File: src/core/owd_pkg.sv
// constants, codes and state type for the one-wire debug link line layer
package owd_pkg;
  // =====================================================
  // clocking
  localparam int REF_CLK_MHZ = 40;
  localparam int LINK_MHZ_16 = 16;
  localparam int LINK_MHZ_8 = 8;
  localparam int LINK_MHZ_4 = 4;
  localparam logic [1:0] CLKSEL_16 = 2'h1;
  localparam logic [1:0] CLKSEL_8 = 2'h2;
  localparam logic [1:0] CLKSEL_4 = 2'h3;
  localparam logic [1:0] CLKSEL_DFLT = CLKSEL_4;
  // =====================================================
  // register map
  localparam logic [3:0] OFS_LINK_CONTROL_A = 4'h0;
  localparam logic [3:0] OFS_ASYNC_IF_CONTROL_A = 4'h1;
  localparam logic [3:0] OFS_ERROR_STATUS = 4'h2;
  localparam logic [3:0] OFS_LINK_STATE = 4'h3;
  localparam logic [3:0] OFS_SYSTEM_INFO = 4'h4;
  localparam int BIT_PARITY_DISABLE = 0;
  localparam int BIT_STATE_ACTIVE = 0;
  localparam int BIT_STATE_SYNCED = 1;
  localparam int BIT_STATE_ERROR = 2;
  localparam int BIT_STATE_PRIV = 3;
  localparam logic PARITY_DISABLE_RST = 1'b0;
  // =====================================================
  // frame
  localparam int BREAK_BITS = 12;
  localparam int IDLE_BITS = 12;
  localparam logic [3:0] FRAME_LAST_IDX = 4'hB;
  localparam logic [7:0] SYNC_CHAR = 8'h55;
  localparam logic [2:0] SYNC_FALLS = 3'h4;
  localparam logic [12:0] PERIOD_DFLT = 13'h1FFF;
  localparam logic [12:0] PERIOD_MIN = 13'h0004;
  localparam logic [7:0] ACK_CODE = 8'h40;
  // =====================================================
  // error signature codes and sticky flag positions
  localparam logic [2:0] SIG_NONE = 3'h0;
  localparam logic [2:0] SIG_PARITY = 3'h1;
  localparam logic [2:0] SIG_CLOCK = 3'h2;
  localparam logic [2:0] SIG_FRAME = 3'h3;
  localparam logic [2:0] SIG_SYSTEM = 3'h4;
  localparam int ERR_PARITY = 0;
  localparam int ERR_CLOCK = 1;
  localparam int ERR_FRAME = 2;
  localparam int ERR_SYSTEM = 3;
  // =====================================================
  // line layer states
  typedef enum logic [2:0] {
    ST_OFF,
    ST_WAIT_SYNC,
    ST_MEAS,
    ST_IDLE,
    ST_RX,
    ST_TX,
    ST_BUS_WAIT,
    ST_ERROR
  } owd_state_t;
endpackage

File: src/core/owd_sync.sv
// two-flop synchronisers for the pin-side inputs
`timescale 1ns/1ps
`default_nettype none
module owd_sync (
  input wire logic clk,
  input wire logic rst,
  input wire logic [2:0] async_in,
  output logic [2:0] sync_out
);
  // =====================================================
  // one pair of flops per bit
  genvar gi;
  generate
    for (gi = 0; gi < 3; gi++)
    begin : g_bit
      logic meta; // first stage, read only by second stage
      logic held; // second stage
      // metastability filter
      always_ff @(posedge clk or posedge rst)
      begin
        if (rst)
        begin
          meta <= 1'b0;
          held <= 1'b0;
        end
        else
        begin
          meta <= async_in[gi];
          held <= meta;
        end
      end
      assign sync_out[gi] = held;
    end
  endgenerate
endmodule
`default_nettype wire

File: src/core/owd_tick_gen.sv
// fractional tick generator standing in for the link oscillator
`timescale 1ns/1ps
`default_nettype none
module owd_tick_gen (
  input wire logic clk,
  input wire logic rst,
  input wire logic [1:0] sel,
  output logic tick
);
  // =====================================================
  // step size per selected rate
  logic [5:0] acc; // phase, modulo reference rate
  logic [5:0] step; // link rate in MHz
  logic [6:0] sum; // one bit wider to see the wrap
  // divider codes, reserved code falls back to slowest
  always_comb
  begin
    unique case (sel)
      owd_pkg::CLKSEL_16: step = 6'(owd_pkg::LINK_MHZ_16);
      owd_pkg::CLKSEL_8: step = 6'(owd_pkg::LINK_MHZ_8);
      owd_pkg::CLKSEL_4: step = 6'(owd_pkg::LINK_MHZ_4);
      default: step = 6'(owd_pkg::LINK_MHZ_4);
    endcase
  end
  assign sum = {1'b0, acc} + {1'b0, step};
  // =====================================================
  // accumulate; average tick rate is exact, jitter one cycle
  always_ff @(posedge clk or posedge rst)
  begin
    if (rst)
    begin
      acc <= 6'h00;
      tick <= 1'b0;
    end
    else if (sum >= 7'(owd_pkg::REF_CLK_MHZ))
    begin
      acc <= 6'(sum - 7'(owd_pkg::REF_CLK_MHZ));
      tick <= 1'b1;
    end
    else
    begin
      acc <= sum[5:0];
      tick <= 1'b0;
    end
  end
endmodule
`default_nettype wire

File: src/core/owd_link_phy.sv
// line layer of the one-wire debug link: framing, baud recovery, break, ack
//
// Local design decisions: the placing of the registers and the strobed register port.
`timescale 1ns/1ps
`default_nettype none
module owd_link_phy (
  input wire logic REF_CLK,
  input wire logic RST,
  input wire logic [3:0] REG_ADDR,
  input wire logic [7:0] REG_WDATA,
  input wire logic REG_WR,
  input wire logic REG_RD,
  output logic [7:0] REG_RDATA,
  input wire logic RST_PIN_FUSE,
  input wire logic HV_ENABLE,
  input wire logic LINK_PIN_IN,
  output logic LINK_PIN_OUT,
  output logic LINK_PIN_OE_N,
  output logic LINK_PULL_EN,
  output logic LINK_IN_EN,
  output logic [7:0] RX_BYTE,
  output logic RX_STROBE,
  input wire logic [7:0] TX_BYTE,
  input wire logic TX_VALID,
  output logic TX_READY,
  input wire logic EXPECT_SYNC,
  input wire logic STORE_REQ,
  output logic BUS_REQ,
  input wire logic BUS_GRANT,
  output logic LINK_BREAK,
  input wire logic KEY_MATCH,
  input wire logic MODE_OK,
  output logic PRIV_ACCESS_EN,
  input wire logic [7:0] SYSTEM_INFO
);
  // =====================================================
  // pin inputs and link tick
  logic [2:0] raw_in; // pin-side levels
  logic [2:0] sync_in; // after two flops
  logic pin_s; // synced line level
  logic active; // link owns the pin
  logic tick; // one link oscillator period
  assign raw_in = {HV_ENABLE, RST_PIN_FUSE, LINK_PIN_IN};
  owd_sync u_sync (
    .clk(REF_CLK),
    .rst(RST),
    .async_in(raw_in),
    .sync_out(sync_in)
  );
  assign pin_s = sync_in[0];
  assign active = sync_in[1] | sync_in[2];
  logic [1:0] clksel; // divider select field
  owd_tick_gen u_tick (
    .clk(REF_CLK),
    .rst(RST),
    .sel(clksel),
    .tick(tick)
  );
  // =====================================================
  // state and datapath registers
  owd_pkg::owd_state_t state;
  owd_pkg::owd_state_t next_state;
  logic parity_check_disable; // parity check disable
  logic [3:0] err_flags; // sticky error classes
  logic [2:0] err_sig; // last error signature
  logic active_d; // for enable edge
  logic pin_d; // previous line level
  logic [16:0] low_cnt; // ticks of continuous low
  logic [12:0] period; // recovered bit period in ticks
  logic [15:0] meas_cnt; // synch measurement
  logic [2:0] edge_cnt; // falls seen inside synch
  logic [12:0] bit_tmr; // ticks inside current bit
  logic [3:0] bit_idx; // bit number in frame
  logic [10:0] rx_sr; // received bits after start
  logic [11:0] tx_sr; // outgoing frame, lsb on line
  logic synced; // period valid
  // =====================================================
  // events
  logic fall; // line fell
  logic [16:0] brk_limit; // ticks that make a break
  logic brk_hit; // break recognised
  logic [12:0] half_period; // centre offset
  logic [12:0] bit_target; // tick count ending a bit
  logic bit_end; // bit boundary or sample point
  logic mid_bit; // centre of transmitted bit
  logic [10:0] rx_fin; // completed frame bits
  logic rx_last; // last sample of frame
  logic start_bad; // start bit was a glitch
  logic par_err; // parity mismatch
  logic frm_err; // stop bit mismatch
  logic contend; // line not what we drive
  logic meas_ovf; // synch too slow
  logic meas_done; // last synch fall seen
  logic [12:0] meas_period; // eight bits divided by eight
  logic clk_err; // synch outside usable range
  logic tx_take; // data byte accepted
  assign fall = pin_d & ~pin_s;
  assign brk_limit = 17'({4'h0, period} * 17'(owd_pkg::BREAK_BITS));
  // runs in every state so a break always gets through
  assign brk_hit = active && tick && !pin_s && ((low_cnt + 17'h00001) == brk_limit);
  assign half_period = {1'b0, period[12:1]};
  // first sample lands half a bit after the start edge
  assign bit_target = (state == owd_pkg::ST_RX && bit_idx == 4'h0) ? half_period : period - 13'h0001;
  assign bit_end = tick && (bit_tmr == bit_target);
  assign mid_bit = tick && (bit_tmr == half_period);
  assign rx_fin = {pin_s, rx_sr[10:1]};
  assign rx_last = (state == owd_pkg::ST_RX) && bit_end && (bit_idx == owd_pkg::FRAME_LAST_IDX);
  assign start_bad = (state == owd_pkg::ST_RX) && bit_end && (bit_idx == 4'h0) && pin_s;
  assign par_err = rx_last && !parity_check_disable && (rx_fin[8] != ^rx_fin[7:0]);
  assign frm_err = rx_last && !(rx_fin[9] & rx_fin[10]);
  assign contend = (state == owd_pkg::ST_TX) && mid_bit && (pin_s != tx_sr[0]);
  assign meas_ovf = (state == owd_pkg::ST_MEAS) && (meas_cnt == 16'hFFFF);
  // alternating pattern: four more falls span eight bit times
  assign meas_done = (state == owd_pkg::ST_MEAS) && fall && ((edge_cnt + 3'h1) == owd_pkg::SYNC_FALLS);
  assign meas_period = meas_cnt[15:3];
  assign clk_err = meas_ovf || (meas_done && (meas_period < owd_pkg::PERIOD_MIN));
  assign tx_take = (state == owd_pkg::ST_IDLE) && TX_VALID && !EXPECT_SYNC && !fall && !STORE_REQ;
  // =====================================================
  // next state
  always_comb
  begin
    next_state = state;
    if (!active)
    begin
      next_state = owd_pkg::ST_OFF;
    end
    else if (brk_hit)
    begin
      next_state = owd_pkg::ST_WAIT_SYNC;
    end
    else
    begin
      unique case (state)
        owd_pkg::ST_OFF: next_state = owd_pkg::ST_WAIT_SYNC;
        owd_pkg::ST_WAIT_SYNC:
        begin
          if (fall)
            next_state = owd_pkg::ST_MEAS;
        end
        owd_pkg::ST_MEAS:
        begin
          if (clk_err)
            next_state = owd_pkg::ST_ERROR;
          else if (meas_done)
            next_state = owd_pkg::ST_IDLE;
        end
        owd_pkg::ST_IDLE:
        begin
          // new instruction must open with a synch
          if (EXPECT_SYNC)
            next_state = owd_pkg::ST_WAIT_SYNC;
          else if (fall)
            next_state = owd_pkg::ST_RX;
          else if (STORE_REQ)
            next_state = owd_pkg::ST_BUS_WAIT;
          else if (TX_VALID)
            next_state = owd_pkg::ST_TX;
        end
        owd_pkg::ST_RX:
        begin
          if (start_bad)
            next_state = owd_pkg::ST_IDLE;
          else if (par_err || frm_err)
            next_state = owd_pkg::ST_ERROR;
          else if (rx_last)
            next_state = owd_pkg::ST_IDLE;
        end
        owd_pkg::ST_TX:
        begin
          if (contend)
            next_state = owd_pkg::ST_ERROR;
          else if (bit_end && bit_idx == owd_pkg::FRAME_LAST_IDX)
            next_state = owd_pkg::ST_IDLE;
        end
        owd_pkg::ST_BUS_WAIT:
        begin
          // host stays quiet until the ack, so no receive here
          if (BUS_GRANT)
            next_state = owd_pkg::ST_TX;
        end
        owd_pkg::ST_ERROR: next_state = owd_pkg::ST_ERROR;
      endcase
    end
  end
  // state register
  always_ff @(posedge REF_CLK or posedge RST)
  begin
    if (RST)
      state <= owd_pkg::ST_OFF;
    else
      state <= next_state;
  end
  // =====================================================
  // line level history and break counter
  always_ff @(posedge REF_CLK or posedge RST)
  begin
    if (RST)
    begin
      pin_d <= 1'b0;
      active_d <= 1'b0;
      low_cnt <= 17'h00000;
    end
    else
    begin
      pin_d <= pin_s;
      active_d <= active;
      if (pin_s || !active)
        low_cnt <= 17'h00000;
      else if (tick && low_cnt != 17'h1FFFF)
        low_cnt <= low_cnt + 17'h00001;
    end
  end
  // =====================================================
  // baud recovery from the synch character
  always_ff @(posedge REF_CLK or posedge RST)
  begin
    if (RST)
    begin
      period <= owd_pkg::PERIOD_DFLT;
      synced <= 1'b0;
      meas_cnt <= 16'h0000;
      edge_cnt <= 3'h0;
    end
    else if (!active || brk_hit)
    begin
      // default slow period keeps break length safe
      period <= owd_pkg::PERIOD_DFLT;
      synced <= 1'b0;
      meas_cnt <= 16'h0000;
      edge_cnt <= 3'h0;
    end
    else if (state == owd_pkg::ST_WAIT_SYNC)
    begin
      meas_cnt <= 16'h0000;
      edge_cnt <= 3'h0;
    end
    else if (state == owd_pkg::ST_MEAS)
    begin
      if (meas_done && !clk_err)
      begin
        period <= meas_period;
        synced <= 1'b1;
      end
      if (tick && !meas_ovf)
        meas_cnt <= meas_cnt + 16'h0001;
      if (fall)
        edge_cnt <= edge_cnt + 3'h1;
    end
  end
  // =====================================================
  // bit timer shared by receive and transmit
  always_ff @(posedge REF_CLK or posedge RST)
  begin
    if (RST)
    begin
      bit_tmr <= 13'h0000;
      bit_idx <= 4'h0;
    end
    else if (state != next_state)
    begin
      bit_tmr <= 13'h0000;
      bit_idx <= 4'h0;
    end
    else if (bit_end)
    begin
      bit_tmr <= 13'h0000;
      bit_idx <= bit_idx + 4'h1;
    end
    else if (tick)
    begin
      bit_tmr <= bit_tmr + 13'h0001;
    end
  end
  // =====================================================
  // receive shift and byte hand-off
  always_ff @(posedge REF_CLK or posedge RST)
  begin
    if (RST)
    begin
      rx_sr <= 11'h000;
      RX_BYTE <= 8'h00;
      RX_STROBE <= 1'b0;
    end
    else
    begin
      // first bit in ends at bit 0 of the byte
      if (state == owd_pkg::ST_RX && bit_end && bit_idx != 4'h0)
        rx_sr <= rx_fin;
      RX_STROBE <= rx_last && !par_err && !frm_err;
      if (rx_last && !par_err && !frm_err)
        RX_BYTE <= rx_fin[7:0];
    end
  end
  // =====================================================
  // transmit frame: start, data, even parity, two stops
  always_ff @(posedge REF_CLK or posedge RST)
  begin
    if (RST)
    begin
      tx_sr <= 12'hFFF;
    end
    else if (tx_take)
    begin
      tx_sr <= {2'b11, ^TX_BYTE, TX_BYTE, 1'b0};
    end
    else if (state == owd_pkg::ST_BUS_WAIT && BUS_GRANT)
    begin
      tx_sr <= {2'b11, ^owd_pkg::ACK_CODE, owd_pkg::ACK_CODE, 1'b0};
    end
    else if (state == owd_pkg::ST_TX && bit_end)
    begin
      tx_sr <= {1'b1, tx_sr[11:1]};
    end
  end
  // =====================================================
  // pin control, only the transmitter drives
  always_ff @(posedge REF_CLK or posedge RST)
  begin
    if (RST)
    begin
      LINK_PIN_OUT <= 1'b1;
      LINK_PIN_OE_N <= 1'b1;
      LINK_PULL_EN <= 1'b0;
      LINK_IN_EN <= 1'b0;
    end
    else
    begin
      LINK_PIN_OUT <= (state == owd_pkg::ST_TX) ? tx_sr[0] : 1'b1;
      LINK_PIN_OE_N <= !(active && state == owd_pkg::ST_TX);
      LINK_PULL_EN <= active;
      LINK_IN_EN <= active;
    end
  end
  // =====================================================
  // handshake and status outputs
  always_ff @(posedge REF_CLK or posedge RST)
  begin
    if (RST)
    begin
      TX_READY <= 1'b0;
      BUS_REQ <= 1'b0;
      LINK_BREAK <= 1'b0;
      PRIV_ACCESS_EN <= 1'b0;
    end
    else
    begin
      TX_READY <= (next_state == owd_pkg::ST_IDLE);
      BUS_REQ <= (next_state == owd_pkg::ST_BUS_WAIT);
      LINK_BREAK <= brk_hit;
      PRIV_ACCESS_EN <= active && KEY_MATCH && MODE_OK;
    end
  end
  // =====================================================
  // error flags and signature, a new error beats a clear
  always_ff @(posedge REF_CLK or posedge RST)
  begin
    if (RST)
    begin
      err_flags <= 4'h0;
      err_sig <= owd_pkg::SIG_NONE;
    end
    else
    begin
      for (int i = 0; i < 4; i++)
      begin
        if (REG_WR && REG_ADDR == owd_pkg::OFS_ERROR_STATUS && REG_WDATA[i])
          err_flags[i] <= 1'b0;
      end
      if (par_err)
        err_flags[owd_pkg::ERR_PARITY] <= 1'b1;
      if (clk_err)
        err_flags[owd_pkg::ERR_CLOCK] <= 1'b1;
      if (frm_err)
        err_flags[owd_pkg::ERR_FRAME] <= 1'b1;
      if (contend)
        err_flags[owd_pkg::ERR_SYSTEM] <= 1'b1;
      // framing outranks parity when both hit
      if (frm_err)
        err_sig <= owd_pkg::SIG_FRAME;
      else if (par_err)
        err_sig <= owd_pkg::SIG_PARITY;
      else if (clk_err)
        err_sig <= owd_pkg::SIG_CLOCK;
      else if (contend)
        err_sig <= owd_pkg::SIG_SYSTEM;
    end
  end
  // =====================================================
  // control registers
  always_ff @(posedge REF_CLK or posedge RST)
  begin
    if (RST)
    begin
      parity_check_disable <= owd_pkg::PARITY_DISABLE_RST;
      clksel <= owd_pkg::CLKSEL_DFLT;
    end
    else
    begin
      if (REG_WR && REG_ADDR == owd_pkg::OFS_LINK_CONTROL_A)
        parity_check_disable <= REG_WDATA[owd_pkg::BIT_PARITY_DISABLE];
      // enable and break both restore the slow default
      if (brk_hit || (active && !active_d))
        clksel <= owd_pkg::CLKSEL_DFLT;
      else if (REG_WR && REG_ADDR == owd_pkg::OFS_ASYNC_IF_CONTROL_A)
        clksel <= REG_WDATA[1:0];
    end
  end
  // =====================================================
  // read port, data only in the cycle after the strobe
  always_ff @(posedge REF_CLK or posedge RST)
  begin
    if (RST)
    begin
      REG_RDATA <= 8'h00;
    end
    else if (REG_RD)
    begin
      unique case (REG_ADDR)
        owd_pkg::OFS_LINK_CONTROL_A: REG_RDATA <= {7'h00, parity_check_disable};
        owd_pkg::OFS_ASYNC_IF_CONTROL_A: REG_RDATA <= {6'h00, clksel};
        owd_pkg::OFS_ERROR_STATUS: REG_RDATA <= {1'b0, err_sig, err_flags};
        owd_pkg::OFS_LINK_STATE: REG_RDATA <= {4'h0, PRIV_ACCESS_EN, state == owd_pkg::ST_ERROR, synced, active};
        owd_pkg::OFS_SYSTEM_INFO: REG_RDATA <= SYSTEM_INFO;
        default: REG_RDATA <= 8'h00;
      endcase
    end
    else
    begin
      REG_RDATA <= 8'h00;
    end
  end
endmodule
`default_nettype wire

File: config.mk
export PLATFORM = sky130hd
export DESIGN_NAME = owd_link_phy
export DESIGN_NICKNAME = d
export VERILOG_FILES = /design/src/core/owd_pkg.sv /design/src/core/owd_sync.sv /design/src/core/owd_tick_gen.sv /design/src/core/owd_link_phy.sv
export SDC_FILE = /design/constraint.sdc
export NUM_CORES = 1
export LEC_CHECK = 0
export ABC_AREA = 1
export BUFFER_PORTS_ARGS = -buffer_cell sky130_fd_sc_hd__buf_2
export CORE_AREA = 4 4 142 144
export CTS_CLUSTER_DIAMETER = 100
export DETAILED_ROUTE_END_ITERATION = 10
export DIE_AREA = 0 0 146 148
export HOLD_SLACK_MARGIN = 0.03
export PLACE_DENSITY = 0.73
export SLEW_MARGIN = 20
export SYNTH_ARGS = -nofsm -noshare
export SYNTH_HDL_FRONTEND = slang
export SYNTH_SLANG_ARGS = --single-unit
File: constraint.sdc
create_clock -name REF_CLK -period 10.7 [get_ports REF_CLK]
set_clock_uncertainty 0.15 [all_clocks]
set_input_delay 2.14 -clock REF_CLK [delete_from_list [all_inputs] [get_ports REF_CLK]]
set_output_delay 2.14 -clock REF_CLK [all_outputs]
set_load 0.02 [all_outputs]
==> results.tsv, run 1 <==
stage	metric	value	unit
floorplan	initial core utilization	49.0	%
detailed_routing	Pre-antenna DRT Iters	5	
timing	worst setup margin	6.52	ns
worst_setup_path	critical path launch point type	flip-flop	
timing	slew margin rel.	33.8	%
clock_tree	CTS tree	yes	
placement	GP Congestion	0.918	
synth	register bit total from synthesis	136	
synth	XOR/XNOR share of the synthesized area	5.73	%
clock_tree	H-tree Lvls	4	
detailed_routing	vias per inst	5.28	
power	internal power	1040	uW
power	Sw Pwr	466	uW
worst_setup_path	reg-to-reg critical path startpoint	low_cnt[1]	
power	power share of the clock group	41.4	%
synth	Async SR Flop Fraction	100	%
timing	slew of the pin with the lowest slew margin	0.986	ns
global_route	initial antenna violation count	0	
clock_tree	maximum clock insertion buffer count	2	
final_layout	Register Area	3440	um^2
clock_tree	CTS buffer count	17	
final_layout	Area Growth Syn to Fin	12.6	%
detailed_routing	vias	8345	
synth	number of flops mapped to enable cells by yosys	0	
timing	max-slew violation count	0	
placement	DP HPWL	17000	um
synth	area share of fa/ha/maj cells after synthesis	6.03	%
global_route	GRT overflow	0	
worst_setup_path	CP Max Fanout	13	
global_route	first-pass GRT wire length	38700	um
power	worst vdd ir	0.149	mV
synth	post-synthesis compound-gate area fraction	7.90	%
worst_setup_path	R2R Setup Slk	6.52	ns
final_layout	Fillers	1732	
worst_setup_path	Crit. End Element	flip-flop	
worst_setup_path	CP startpoint	low_cnt[1]	
status	outcome	complete, no violations	
synth	register area share after synthesis	37.5	%
detailed_routing	1st-iter DRT viols	622	
power	static leakage	0.00512	uW
flow_run	max cap viols	0	
hold_path	Hold Crit Depth	0	
hold_path	hold crit path type	flip-flop to flip-flop	
synth	syn_nets	1349	
clock_tree	# resized after CTS	0	
global_route	vias in the first global route	8101	
timing	Period Utilization, post-route	39.0	%
detailed_routing	final wirelength	22400	um
global_route	gr usage total	21.7	%
placement	PortBufs	61	
synth	largest family of logic cells by synthesized area	simple AND/OR/NAND/NOR gates	
hold_path	hold_sp	u_sync.g_bit[2].meta	
clock_tree	Root Buffer Master	clkbuf_16	
global_route	largest net degree at the start of global routing	70	
worst_setup_path	Worst Path Required	10.85	ns
detailed_routing	Post-route DRC	0	
clock_tree	CTS clk-pin slew, worst paths	0.06	ns
timing	FMAX	239	MHz
worst_setup_path	critical path class	flip-flop to flip-flop	
final_layout	multi-input combinational cell area	4930	um^2
timing	final setup violation count	0	
timing	RSZ-0062 raised after global routing	no	
clock_tree	clock sinks	136	
worst_setup_path	critical path arrival	4.32	ns
floorplan	Die W	146	um
timing	setup_tns	0	ns
floorplan	total die area	21600	um^2
timing	final hold viol count	0	
worst_setup_path	R2R depth	20	
power	switch share	31.0	%
floorplan	Std-Cell Rows	50	
synth	ys flop type	dfrtp_1	
power	Sequential Power Share	40.1	%
hold_path	Worst Hold Path EP	u_sync.g_bit[2].held	
worst_setup_path	reg2reg end	bit_tmr[10]	
detailed_routing	WL/cell	14.2	um
synth	mapped cell area	9170	um^2
detailed_routing	Post-DRT Antenna Nets	0	
clock_tree	worst-skew pair later-pin latency	0.43	ns
synth	Synth Instances	1265	
synth	Mapped Avg Cell Area	7.25	um^2
timing	minimum clock period	4.18	ns
synth	YS warnings	0	
synth	multiplexer share of the synthesized area	0.218	%
clock_tree	hold bufs inserted after CTS	0	
synth	Distinct cells, synth	54	
placement	dpl ws	6.39	ns
final_layout	fraction of layout cells with a size suffix above 1	12.3	%
power	Comb power frac	18.4	%
clock_tree	Post-CTS Setup Bufs	0	
floorplan	Core Area	18700	um^2
final_layout	fin nets	1416	
floorplan	die height	148	um
floorplan	I/O pins	66	
synth	Simple-Gate Fraction of Synth Area	33.9	%
final_layout	n_diodes	0	
power	Pwr Density	146	nW/um^2
-- layout by cell type, fill, tap and decap left out, types with 27 or more instances in the layout --
cell type | Yosys | routed
a21oi_1 | 31 | 31
o21ai_0 | 38 | 38
dfstp_2 | 27 | 27
nand3_1 | 117 | 117
inv_1 | 184 | 183
nand4_1 | 29 | 29
ha_1 | 41 | 41
xor2_1 | 47 | 47
buf_2 | 4 | 61
nor2_1 | 137 | 137
dfrtp_1 | 109 | 109
nand2_1 | 330 | 330
-- metrics by stage --
stage	total power (uW)	std cells	util (%)	area, um^2	hold slack (ns)
global route	1590	1579	55.2	10300	0.213
CTS	1520	1579	55.2	10300	0.199
floorplan	826	1265	-	9170	0.181
detailed placement	889	1547	51.9	9700	0.185
finish	1500	1579	55.2	10300	0.199
global placement	883	1547	51.9	9700	0.182
-- sequential cells by signal, indices dropped and copies added (netlist names), 4 cells and up --
signal and cells:
bit_idx 4, low_cnt 17, bit_tmr 13, err_flags 4, rx_sr 10, REG_RDATA 8
u_tick.acc 4, RX_BYTE 8, tx_sr 10, meas_cnt 16, period 13
-- how the worst max path moves through the flow --
stage                             end  slack (ns)  cells after the start
after floorplan               BUS_REQ        4.82                      1
after global placement    bit_tmr[11]        6.44                     14
after global routing      bit_tmr[10]        6.15                     20
after CTS                 bit_tmr[10]        6.57                     20
after detailed placement   bit_tmr[2]        6.39                     14
final                     bit_tmr[10]        6.52                     20
-- worst max-delay path, cell delays in order, from the launching register on --
cell	delay (ns)
dfrtp_1	0.39
ha_1	0.26
nand2_1	0.14
nor2_2	0.21
nand3_1	0.13
or2_0	0.26
nor3_1	0.29
ha_1	0.30
inv_1	0.09
xor2_1	0.15
inv_1	0.10
nand3_1	0.22
nand2_1	0.21
nor2_1	0.32
nand2_1	0.18
nand2_1	0.10
nand2_1	0.05
nand2_1	0.07
nor2_2	0.05
nand2_2	0.27
nor2_1	0.08
-- Yosys cell counts (2+ instances only) --
cell,number,area [um^2]
nand3b_1,4,30.0
nor2_2,17,106
a21oi_1,31,155
a221oi_1,3,26.3
o21bai_1,3,22.5
dfstp_2,27,709
o211ai_1,3,22.5
o22ai_1,12,75.1
ha_1,41,513
nand2_1,330,1240
nand3_1,117,586
nand2_2,4,25.0
xnor2_1,13,114
a22oi_1,12,90.1
buf_2,4,20.0
nor3b_1,6,45.0
nor4_1,11,68.8
nand4_1,29,181
a211oi_1,2,15.0
inv_1,184,691
xor2_1,47,412
or2_2,4,25.0
a31oi_1,8,50.1
clkbuf_1,6,22.5
inv_2,4,15.0
buf_6,3,33.8
buf_1,2,7.51
o21ai_0,38,190
nor2_1,137,514
nor3_4,2,32.5
mux2i_1,2,20.0
dfrtp_1,109,2730
nor3_1,26,130
nor3_2,3,30.0
fa_1,2,40.0
-- area by class of cell --
cell class,count,share of cell area (%)
Sequential cell,136,33.3
Inverter,189,6.95
Clock inverter,14,1.77
Clock buffer,18,4.25
Tap cell,234,2.84
Timing Repair Buffer,64,3.18
Multi-Input combinational cell,924,47.7
-- power groups by stage --
stage / clock network [uW] / registers [uW] / logic, uW
6_report: 623 / 603 / 277
4_1_cts: 634 / 603 / 279
3_5_place_dp: 0 / 610 / 278
3_3_place_gp: 0 / 610 / 273
5_1_grt: 657 / 609 / 324
2_1_floorplan: 0 / 598 / 227
-- routing by layer --
layer | global-route usage (%) | routed length [um] | vias to the layer above
met1 | 29.4 | 10300 | 3851
met2 | 35.5 | 10400 | 230
met5 | 0 | 0 | -
li1 | - | - | 4228
met4 | 7.15 | 432 | 0
met3 | 3.71 | 1220 | 36
-- cells by family (layout without fill, tap and decap cells) --
kind of cell	count (synthesis)	in the layout
compound gates	121	121
flops	136	136
simple gates	698	698
xor+xnor	60	60
buf+inv	205	285
mux	2	2
fa+ha+maj	43	43
No activity file was read; power rests on OpenSTA's default activity.
==> inputs of run 2 (changes only) <==
Clock period 10.7 ns to 4.3 ns, I/O delays scaled along.
==> run 2 against run 1 <==
Compared with the run above:
- critical path depth shrank 2
- die area is the same
- count of clock-buffer cells in the layout is the same
- final area is essentially flat
- critical path type unchanged
- largest cell class unchanged
- highest routed layer unchanged
==> results.tsv, run 2 (same netlist as run 1, synthesis figures left out) <==
stage	metric	value	unit
placement	GP Congestion	0.918	
worst_setup_path	R2R depth	18	
power	Total Power	3630	uW
power	static leakage	0.00511	uW
global_route	largest net degree at the start of global routing	76	
timing	worst hold slack	0.200	ns
floorplan	total die area	21600	um^2
floorplan	Std-Cell Rows	50	
detailed_routing	final wirelength	22600	um
global_route	first-pass GRT wire length	38300	um
clock_tree	worst-skew pair later-pin latency	0.42	ns
power	Pwr Density	352	nW/um^2
clock_tree	CTS buffer count	17	
floorplan	I/O pins	66	
timing	slew margin rel.	35.7	%
flow_run	max cap viols	0	
final_layout	fraction of layout cells with a size suffix above 1	12.5	%
global_route	vias in the first global route	8022	
floorplan	Die W	146	um
status	outcome	complete, no violations	
timing	minimum clock period	3.91	ns
clock_tree	clock sinks	136	
timing	setup_tns	0	ns
worst_setup_path	critical path launch point type	flip-flop	
detailed_routing	Pre-antenna DRT Iters	7	
clock_tree	H-tree Lvls	4	
worst_setup_path	critical path arrival	4.10	ns
final_layout	Fillers	1732	
hold_path	Hold Crit Depth	0	
worst_setup_path	critical path class	flip-flop to flip-flop	
detailed_routing	Post-DRT Antenna Nets	0	
timing	final setup violation count	0	
final_layout	fin nets	1420	
final_layout	Biggest register	low_cnt	
final_layout	Finished Cell Area	10300	um^2
placement	dpl ws	0.386	ns
clock_tree	hold bufs inserted after CTS	0	
final_layout	n_diodes	0	
clock_tree	maximum clock insertion buffer count	2	
final_layout	most common cell after layout, fill and taps aside	nand2_1	
placement	DP HPWL	17200	um
floorplan	Core Area	18700	um^2
global_route	GRT overflow	0	
timing	Period Utilization, post-route	90.9	%
power	worst vdd ir	0.311	mV
placement	PortBufs	61	
detailed_routing	vias per inst	5.34	
final_layout	commonest non-fill, non-tap cells in the layout	nand2_1 (330), inv_1 (183), nor2_1 (137), nand3_1 (117), dfrtp_1 (109)	
detailed_routing	WL/cell	14.2	um
detailed_routing	1st-iter DRT viols	733	
timing	RSZ-0062 raised after global routing	no	
worst_setup_path	Worst Path Required	4.49	ns
worst_setup_path	Crit. End Element	flip-flop	
clock_tree	Root Buffer Master	clkbuf_16	
timing	worst setup margin	0.392	ns
detailed_routing	vias	8459	
worst_setup_path	CP Max Fanout	13	
global_route	initial antenna violation count	0	
clock_tree	CTS clk-pin slew, worst paths	0.06	ns
detailed_routing	Post-route DRC	0	
final_layout	top flop regs	low_cnt (17), meas_cnt (16)	
timing	final hold viol count	0	
floorplan	initial core utilization	49.0	%
final_layout	Largest register FFs	17	
clock_tree	Post-CTS Setup Bufs	0	
timing	FMAX	256	MHz
clock_tree	CTS tree	yes	
floorplan	die height	148	um
final_layout	Area Growth Syn to Fin	12.6	%
placement	placed cell area	9740	um^2
timing	max-slew violation count	0	
global_route	gr usage total	21.3	%
hold_path	hold crit path type	flip-flop to flip-flop	
timing	slew of the pin with the lowest slew margin	0.957	ns
run 2: final timing paths:
path | endpoint | slack [ns] | start
max | bit_tmr[9] | 0.39 | period[2]
min in group asynchronous | u_tick.acc[5] | 0.35 | RST
min | u_sync.g_bit[0].held | 0.20 | u_sync.g_bit[0].meta
max reg2reg | bit_tmr[9] | 0.39 | period[2]
min reg2reg | u_sync.g_bit[0].held | 0.20 | u_sync.g_bit[0].meta
max in group asynchronous | period[6] | 2.77 | RST
run 2: area by class of cell:
cell class              instances  area (um^2)  share of cell area, %
multi-input cells             924         4930                   47.8
flip-flops and latches        136         3440                   33.3
inverters                     189          716                   6.94
clock buffers                  18          429                   4.16
repair buffers                 68          370                   3.59
well taps                     234          293                   2.84
clock inverters                14          143                   1.38
run 2: report_power, final:
group          leakage (uW)  internal [uW]  total (uW)  switching (uW)
registers           0.00176           1410        1500            89.5
logic               0.00308            234         707             473
clock network      0.000276            813        1430             613
total               0.00511           2460        3630            1180
run 2: metal layers:
layer  vias to the layer above  wire, um  part of all wire (%)  global-route usage [%]
met1                      3998     10600                    47                    29.3
met2                       209     10700                    48                    35.6
met5                         -         0                     0                       0
li1                       4237         -                     -                       -
met3                        15      1090                   4.8                    3.53
met4                         0       184                  0.82                    4.89
run 2: critical path: stages (launching register included):
cell and delay (ns):
dfstp_2 0.62, inv_1 0.13, ha_1 0.40, nand2_1 0.15, nand3_1 0.19, nand3_1 0.16
nand3_1 0.11, a21oi_1 0.27, xor2_1 0.20, inv_1 0.10, nand3_1 0.21, nand2_1 0.10
nor2_1 0.31, nand3_1 0.13, nand2_1 0.09, nand2_1 0.06, nor2_2 0.17, nand2_4 0.16
nor2_1 0.13
run 2: what timing repair did:
| action | CTS | global route |
|---|---|---|
| hold endpoints to repair | 0 | 0 |
| endpoints found under the setup margin | 0 | 13 |
| resized for setup | 0 | 1 |
run 2: through the flow:
step           utilization (%)  instances
2_1_floorplan                -       1265
3_3_place_gp              52.1       1551
3_5_place_dp              52.1       1551
4_1_cts                   55.1       1583
5_1_grt                   55.2       1583
6_report                  55.2       1583
